==> src/uef_cfg.svh <==
`ifndef UEF_CFG_SVH
`define UEF_CFG_SVH

`define UEF_ADDR_W        8
`define UEF_DATA_W        32
`define UEF_OFS_MAIN      8'h00
`define UEF_OFS_DONE      8'h04
`define UEF_OFS_MASK      8'h08
`define UEF_OFS_ZLEN      8'h0C
`define UEF_BIT_SETUP     0
`define UEF_BIT_STAT_PEND 1
`define UEF_BIT_STAT_DONE 2
`define UEF_BIT_ZLEN_SUM  3
`define UEF_BIT_EP_SUM    6
`define UEF_MAIN_FLAGS    5
`define UEF_RST_FLAG      1'b0
`define UEF_RST_MASK      1'b0
`define UEF_NUM_EP        8
`define UEF_MAX_PKT_BYTES 64

`endif

==> src/uef_pkg.sv <==
package uef_pkg;

  typedef struct packed {
    logic [7:0]  addr;
    logic [31:0] wdata;
    logic        wr;
    logic        rd;
  } uef_bus_req_t;

  // One-cycle pulses from the controller core, same clock
  typedef struct packed {
    logic       setup_tok;
    logic       status_pkt_rd;
    logic       status_in_wr;
    logic       status_zlp_rx_ok;
    logic       status_zlp_tx_ok;
    logic [7:0] ep_done;
    logic [7:0] zlp_rx;
  } uef_usb_evt_t;

  typedef struct packed {
    logic ep_done;
    logic zero_len;
    logic setup;
    logic status_pend;
    logic status_done;
  } uef_irq_t;

endpackage : uef_pkg

==> src/uef_ep_irq_top.sv <==
// Summary of operation
// - The status-done flag (bit 2) is set when the endpoint 0 status stage ends successfully.
// - Status-done is set after a zero-length packet is received (read) or sent (write) there.
// - The status-pending flag (bit 1) is set when a status packet arrives in a read transfer.
// - In a write transfer the status-stage IN token also raises status-pending to end the data.
// - The setup flag (bit 0) is set whenever a SETUP token arrives for endpoint 0.
// - Endpoint-done bits 7-1 are set when a transfer on endpoints 1 to 7 succeeds.
// - A mask bit of 0 lets its endpoint drive the interrupt lines and 1 suppresses it.
// - Masks gate done flags onto the done line and zero-length flags onto the zero-length line.
// - A masked endpoint still gets its done bit set but does not raise the done line.
// - A masked endpoint still gets its zero-length bit set but does not raise that line.
// - Mask bit 0 acts only on the zero-length path since endpoint 0 has no done bit.
// - Writing 1 to the summary done bit of the main register clears every done bit not set by an event in that same cycle.
// - The summary done bit is set when any endpoint other than 0 completes a transfer.
//
// Decided for this implementation: the address map and strobed register access.
`timescale 1ns/1ns
`default_nettype none
`include "uef_cfg.svh"

module uef_ep_irq_top
  import uef_pkg::*;
#(
  parameter int N_EP = `UEF_NUM_EP
)
(
  input  wire logic         clk_sys_i,
  input  wire logic         sys_rst_i,
  input  wire uef_bus_req_t bus_i,
  input  wire uef_usb_evt_t evt_i,
  output logic [31:0]       rd_data_o,
  output uef_irq_t          irq_o
);

  typedef struct packed {
    logic [N_EP-1:0] mask;
    logic [31:0]     rd_data;
    uef_irq_t        irq;
  } uef_top_st_t;

  localparam int MF = `UEF_MAIN_FLAGS;

  uef_top_st_t     st_r;
  uef_top_st_t     st_nxt;

  logic [MF-1:0]   main_set;
  logic [MF-1:0]   main_clr;
  logic [MF-1:0]   main_q;
  logic [N_EP-1:0] done_set;
  logic [N_EP-1:0] done_clr;
  logic [N_EP-1:0] done_q;
  logic [N_EP-1:0] zlen_set;
  logic [N_EP-1:0] zlen_clr;
  logic [N_EP-1:0] zlen_q;
  logic [N_EP-1:0] done_mask;
  logic            ep_gate_c;
  logic            zl_gate_c;
  logic            wr_main;
  logic            wr_done;
  logic            wr_mask;
  logic            wr_zlen;
  logic [31:0]     rd_mux;
  logic [7:0]      main_view;

  if (N_EP < 2 || N_EP > 8)
  begin : g_chk
    $error("uef_ep_irq_top: N_EP must be 2 to 8");
  end

  // Main flag slots inside the sticky bank
  localparam int S_SETUP = 0;
  localparam int S_PEND  = 1;
  localparam int S_SDONE = 2;
  localparam int S_ZSUM  = 3;
  localparam int S_EPSUM = 4;

  // Register write decode
  always_comb
  begin
    wr_main = 1'b0;
    wr_done = 1'b0;
    wr_mask = 1'b0;
    wr_zlen = 1'b0;
    if (bus_i.wr && bus_i.addr == `UEF_OFS_MAIN)
      wr_main = 1'b1;
    else if (bus_i.wr && bus_i.addr == `UEF_OFS_DONE)
      wr_done = 1'b1;
    else if (bus_i.wr && bus_i.addr == `UEF_OFS_MASK)
      wr_mask = 1'b1;
    else if (bus_i.wr && bus_i.addr == `UEF_OFS_ZLEN)
      wr_zlen = 1'b1;
  end

  // Event qualification for the main flags
  always_comb
  begin
    main_set          = '0;
    main_set[S_SETUP] = evt_i.setup_tok;
    main_set[S_PEND]  = evt_i.status_pkt_rd | evt_i.status_in_wr;
    main_set[S_SDONE] = evt_i.status_zlp_rx_ok | evt_i.status_zlp_tx_ok;
    main_set[S_ZSUM]  = |zlen_set;
    main_set[S_EPSUM] = |done_set;
  end

  // Write 1 to clear on the main register
  always_comb
  begin
    main_clr          = '0;
    main_clr[S_SETUP] = wr_main & bus_i.wdata[`UEF_BIT_SETUP];
    main_clr[S_PEND]  = wr_main & bus_i.wdata[`UEF_BIT_STAT_PEND];
    main_clr[S_SDONE] = wr_main & bus_i.wdata[`UEF_BIT_STAT_DONE];
    main_clr[S_ZSUM]  = wr_main & bus_i.wdata[`UEF_BIT_ZLEN_SUM];
    main_clr[S_EPSUM] = wr_main & bus_i.wdata[`UEF_BIT_EP_SUM];
  end

  // Endpoint 0 has no done bit
  always_comb
  begin
    done_set    = evt_i.ep_done[N_EP-1:0];
    done_set[0] = 1'b0;
    zlen_set    = evt_i.zlp_rx[N_EP-1:0];
  end

  // Per-endpoint clears: own register W1C, or summary bit clears all
  always_comb
  begin
    done_clr = {N_EP{main_clr[S_EPSUM]}};
    zlen_clr = {N_EP{main_clr[S_ZSUM]}};
    if (wr_done)
      done_clr = done_clr | bus_i.wdata[N_EP-1:0];
    if (wr_zlen)
      zlen_clr = zlen_clr | bus_i.wdata[N_EP-1:0];
  end

  uef_sticky_flags #(
    .N (MF)
  ) u_main_flags (
    .clk_sys_i (clk_sys_i),
    .sys_rst_i (sys_rst_i),
    .set_i     (main_set),
    .clr_i     (main_clr),
    .flags_o   (main_q)
  );

  uef_sticky_flags #(
    .N (N_EP)
  ) u_done_flags (
    .clk_sys_i (clk_sys_i),
    .sys_rst_i (sys_rst_i),
    .set_i     (done_set),
    .clr_i     (done_clr),
    .flags_o   (done_q)
  );

  uef_sticky_flags #(
    .N (N_EP)
  ) u_zlen_flags (
    .clk_sys_i (clk_sys_i),
    .sys_rst_i (sys_rst_i),
    .set_i     (zlen_set),
    .clr_i     (zlen_clr),
    .flags_o   (zlen_q)
  );

  // Mask bit 0 never reaches the done line
  always_comb
  begin
    done_mask    = st_r.mask;
    done_mask[0] = 1'b1;
  end

  uef_irq_gate #(
    .N (N_EP)
  ) u_ep_gate (
    .flags_i (done_q),
    .mask_i  (done_mask),
    .irq_o   (ep_gate_c)
  );

  uef_irq_gate #(
    .N (N_EP)
  ) u_zl_gate (
    .flags_i (zlen_q),
    .mask_i  (st_r.mask),
    .irq_o   (zl_gate_c)
  );

  // Read view of the main register
  always_comb
  begin
    main_view                     = '0;
    main_view[`UEF_BIT_SETUP]     = main_q[S_SETUP];
    main_view[`UEF_BIT_STAT_PEND] = main_q[S_PEND];
    main_view[`UEF_BIT_STAT_DONE] = main_q[S_SDONE];
    main_view[`UEF_BIT_ZLEN_SUM]  = main_q[S_ZSUM];
    main_view[`UEF_BIT_EP_SUM]    = main_q[S_EPSUM];
  end

  // Read decode; unmapped addresses and reserved bits read 0
  always_comb
  begin
    rd_mux = '0;
    if (bus_i.addr == `UEF_OFS_MAIN)
      rd_mux[7:0] = main_view;
    else if (bus_i.addr == `UEF_OFS_DONE)
      rd_mux[N_EP-1:0] = done_q & ~N_EP'(1);
    else if (bus_i.addr == `UEF_OFS_MASK)
      rd_mux[N_EP-1:0] = st_r.mask;
    else if (bus_i.addr == `UEF_OFS_ZLEN)
      rd_mux[N_EP-1:0] = zlen_q;
  end

  always_comb
  begin
    st_nxt = st_r;
    if (wr_mask)
      st_nxt.mask = bus_i.wdata[N_EP-1:0];
    // Read data stands for exactly one cycle
    st_nxt.rd_data         = bus_i.rd ? rd_mux : '0;
    st_nxt.irq.ep_done     = ep_gate_c;
    st_nxt.irq.zero_len    = zl_gate_c;
    st_nxt.irq.setup       = main_q[S_SETUP];
    st_nxt.irq.status_pend = main_q[S_PEND];
    st_nxt.irq.status_done = main_q[S_SDONE];
  end

  always_ff @(posedge clk_sys_i)
  begin
    if (sys_rst_i)
    begin
      st_r.mask    <= {N_EP{`UEF_RST_MASK}};
      st_r.rd_data <= '0;
      st_r.irq     <= '0;
    end
    else
      st_r <= st_nxt;
  end

  assign rd_data_o = st_r.rd_data;
  assign irq_o     = st_r.irq;
endmodule // uef_ep_irq_top
`default_nettype wire

==> src/uef_irq_gate.sv <==
`timescale 1ns/1ns
`default_nettype none

module uef_irq_gate
  import uef_pkg::*;
#(
  parameter int N = 8
)
(
  input  wire logic [N-1:0] flags_i,
  input  wire logic [N-1:0] mask_i,
  output logic              irq_o
);

  logic [N-1:0] pass;

  if (N < 1 || N > 32)
  begin : g_chk
    $error("uef_irq_gate: N out of range");
  end

  // A mask bit of 1 suppresses the endpoint
  for (genvar i = 0; i < N; i++)
  begin : g_bit
    assign pass[i] = flags_i[i] & ~mask_i[i];
  end

  assign irq_o = |pass;

endmodule // uef_irq_gate

==> src/uef_sticky_flags.sv <==
`timescale 1ns/1ns
`default_nettype none
`include "uef_cfg.svh"

module uef_sticky_flags
  import uef_pkg::*;
#(
  parameter int N = 8
)
(
  input  wire logic         clk_sys_i,
  input  wire logic         sys_rst_i,
  input  wire logic [N-1:0] set_i,
  input  wire logic [N-1:0] clr_i,
  output logic      [N-1:0] flags_o
);

  typedef struct packed {
    logic [N-1:0] flags;
  } uef_sticky_st_t;

  uef_sticky_st_t st_r;
  uef_sticky_st_t st_nxt;
  logic [N-1:0]   bit_nxt;

  if (N < 1 || N > 32)
  begin : g_chk
    $error("uef_sticky_flags: N out of range");
  end

  // Set wins over a clear in the same cycle
  for (genvar i = 0; i < N; i++)
  begin : g_bit
    assign bit_nxt[i] = set_i[i] | (st_r.flags[i] & ~clr_i[i]);
  end

  always_comb
  begin
    st_nxt.flags = bit_nxt;
  end

  always_ff @(posedge clk_sys_i)
  begin
    if (sys_rst_i)
      st_r.flags <= {N{`UEF_RST_FLAG}};
    else
      st_r <= st_nxt;
  end

  assign flags_o = st_r.flags;

endmodule // uef_sticky_flags

==> config.mk <==
export PLATFORM = sky130hd
export DESIGN_NAME = uef_ep_irq_top
export DESIGN_NICKNAME = d
export VERILOG_FILES = /design/src/uef_pkg.sv /design/src/uef_ep_irq_top.sv /design/src/uef_irq_gate.sv /design/src/uef_sticky_flags.sv
export VERILOG_INCLUDE_DIRS = /design/src
export SDC_FILE = /design/constraint.sdc
export NUM_CORES = 1
export LEC_CHECK = 0
export BUFFER_PORTS_ARGS = -buffer_cell sky130_fd_sc_hd__buf_2
export CORE_MARGIN = 1.5
export CORE_UTILIZATION = 47
export DETAILED_ROUTE_END_ITERATION = 7
export PLACE_DENSITY = 0.8
export RECOVER_POWER = 100
export SLEW_MARGIN = 20
export SYNTH_ARGS = -nofsm -noshare
export SYNTH_HDL_FRONTEND = slang
export SYNTH_SLANG_ARGS = --single-unit
==> constraint.sdc <==
create_clock -name clk_sys_i -period 1.6 [get_ports clk_sys_i]
set_input_delay 0.08 -clock clk_sys_i [delete_from_list [all_inputs] [get_ports clk_sys_i]]
set_output_delay 0.08 -clock clk_sys_i [all_outputs]
set_load 0.05 [all_outputs]
==> summary.md <==
| Metric | Value |
|---|---|
| Min cycle time layout | `1.362 ns` |
| Detail Placement HPWL | `3980 um` |
| TritonCTS Buffers | `5` |
| Startpoint types | `primary input` |
| Routed wire per std cell | `about 16 um` |
| Largest net degree at the start of global routing | `24` |
| Vias in the first global route | `1849` |
| Synth area leader | `dfxtp_1` |
| Worst Setup End Kind | `flip-flop` |
| Tot Pwr | `2174 uW` |
| Final WS setup | `0.2382 ns` |
| Clock Path Buffers | `2` |
| Avg Inst Size Synth | `8.919 um^2` |
| Initial antenna violation count | `0` |
| Pwr dens | `902.6 nW/um^2` |
| Initial DRC count | `177` |
| Initial Util | `0.5017` |
| Core Area | `4444 um^2` |
| CTS H-tree lvls | `2` |
| Maximum fanout along the worst path | `19` |
| GRT overflow | `0` |
| Leak Pwr | `0.0009237 uW` |
| Worst Skew | `0.004755 ns` |
| Setup violators final | `0` |
| All-Layer GR Usage | `0.2154` |
| Status | `finished clean` |
| Max Slew Vio Count | `0` |
| Max Clock Freq | `0.7343 GHz` |
| Clock tree root driver cell | `clkbuf_8` |
| Die X | `71.88 um` |
| Via count | `approximately 2000` |
| Period utilization | `0.8511` |
| Post-synth top area share | `0.3681` |
| DIE HEIGHT | `71.88 um` |
| DRC errors left | `0` |
| Die area | `5166 um^2` |
| Max VDD drop | `0.3971 mV` |
| Clock slew at reported path FFs | `0.07 ns` |
| Initial DRT Pass Iterations | `5` |
| CP arrival | `around 1.5 ns` |
| Clock Latency Late Sink | `0.29 ns` |
| DR vias/cell | `5.849` |
| Worst slew pin tran | `0.6043 ns` |
| Layout cells sized above 1 | `0.2226` |
| Area delta synth->final | `8.025%` |
| Post-Syn Instances | `250` |
| Critical path required time | `1.75 ns` |
| Ant. Diodes | `0` |
| RSZ-0062 raised after global routing | `no` |
| Synth top cells by count | `41 x dfxtp_1, 38 x buf_4, 22 x a21oi_1` |
| Sink Count | `41` |
| Setup CP Type | `in2reg` |
| Post-synthesis cell type count | `41` |
| Post-CTS sizing | `0` |
| Most common cell in the synthesized netlist | `dfxtp_1` |
| CP max stage cell | `or4_4` |
| Layout Nets | `between 300 and 400` |
| Final ANT Viol Nets | `0` |
| CTS tree | `built` |
| Core Rows | `24` |
| Mapped Area | `2230 um^2` |
| Slew HR | `0.5918` |
| First-pass GRT wire length | `8700 um` |
| Number of hold buffers added after CTS | `0` |
| Ys flop type | `dfxtp_1` |
| Pre-CTS setup slack | `0.06333 ns` |
| Post-synth ARST share | `0` |
| Final hold vios | `0` |
| Post-route setup TNS | `0 ns` |
| Ports | `102` |
| Routability cong. | `0.8856` |
| Yosys reg bits | `between 40 and 50` |
| Post-synthesis sequential area ratio | `0.3681` |
| Max_cap viols | `0` |
| Synth warn | `0` |
| Crit path largest cell delay | `about 0.7 ns` |
| Post-CTS Setup Repair Bufs | `0` |
| Number of synthesized flops with an enable pin | `0` |
| Routed wire length | `5377 um` |
| Worst path cell trace | `clkbuf_1 > or4_4 > nor2_1 > a211oi_1` |
| Top cells by area, synth | `dfxtp_1 37%, buf_4 13%, o31ai_1 5.4%` |
| # port buffers | `52` |
| HP Class | `in2reg` |
routing by layer:
layer	wire length [um]	GRT usage
met1	2243	0.2831
met2	2599	0.3405
met3	436	0.04923
met4	97	0.09015
met5	0	0
sequential cells by signal, indices dropped and copies added, names as in the netlist:
signal and cells:
irq_o 5, st_r 1, done_mask 7, u_main_flags.flags_o 5, rd_data_o 8, u_done_flags.flags_o 7
u_zlen_flags.flags_o 8
where the power goes:
| group | leakage (uW) | total [uW] | switching, uW | internal, uW |
|---|---|---|---|---|
| registers | 0.000339 | 1100 | 36.8 | 1070 |
| clock network | 0.0000395 | 638 | 328 | 310 |
| logic | 0.000545 | 432 | 307 | 125 |
cell usage in the layout, fill, tap and decap left out, types with 5 or more instances in the layout:
cell type / Yosys / final
buf_2: 3 / 37
conb_1: 1 / 24
clkbuf_1: 7 / 19
mux2_2: 8 / 8
dfxtp_1: 41 / 41
a22oi_1: 10 / 10
a21oi_1: 22 / 22
nor2_1: 13 / 14
inv_1: 12 / 12
a32o_1: 7 / 7
a211oi_1: 6 / 6
clkbuf_8: 0 / 5
nand4_1: 16 / 16
buf_4: 38 / 8
nand2_1: 11 / 11
o31ai_1: 16 / 16
critical path: cells and delay by family:
kind                   cells  cell delay (ns)
AND/OR/NAND/NOR            2             1.16
AO/OA/AOI/OAI              1             0.16
buffers and inverters      1             0.11
area by class of cell:
cell class	instances	area [um^2]
repair buffers	62	310.3
multi-input cells	167	1080
well taps	52	65.06
clock buffers	8	80.08
inverters	14	52.55
flip-flops and latches	41	820.8
fillers	448	2036
kinds of logic (layout without fill, tap and decap cells):
group                  after synthesis  after routing  share of synthesized area
AO/OA/AOI/OAI                       73             73                     0.2379
buffers and inverters               65             84                     0.1818
AND/OR/NAND/NOR                     61             61                     0.1661
flip-flops                          41             41                     0.3681
multiplexers                         8              8                    0.04041
other                                1             24                   0.001682
XOR/XNOR                             1              1                   0.003929
per-stage QoR:
step	hold WS [ns]	cell area (um^2)	utilization	cells
detailed placement	0.3175	2364	0.5318	336
finish	0.01312	2409	0.5419	344
global route	0.01078	2409	0.5419	344
CTS	0.01182	2444	0.5498	344
global placement	0.3048	2364	0.5318	336
floorplan	0.1887	2316	-	273
final timing paths:
path / from / to / slack [ns] / depth (start not counted)
setup / recovery: bus_i[39] / u_done_flags.flags_o[7] / 0.24 / 4
hold / removal: evt_i[7] / u_zlen_flags.flags_o[7] / 0.01 / 2
setup reg to reg: done_mask[3] / irq_o[4] / 0.57 / 3
hold reg to reg: u_main_flags.flags_o[4] / u_main_flags.flags_o[4] / 0.47 / 2
(Power assumes the default switching activity.)
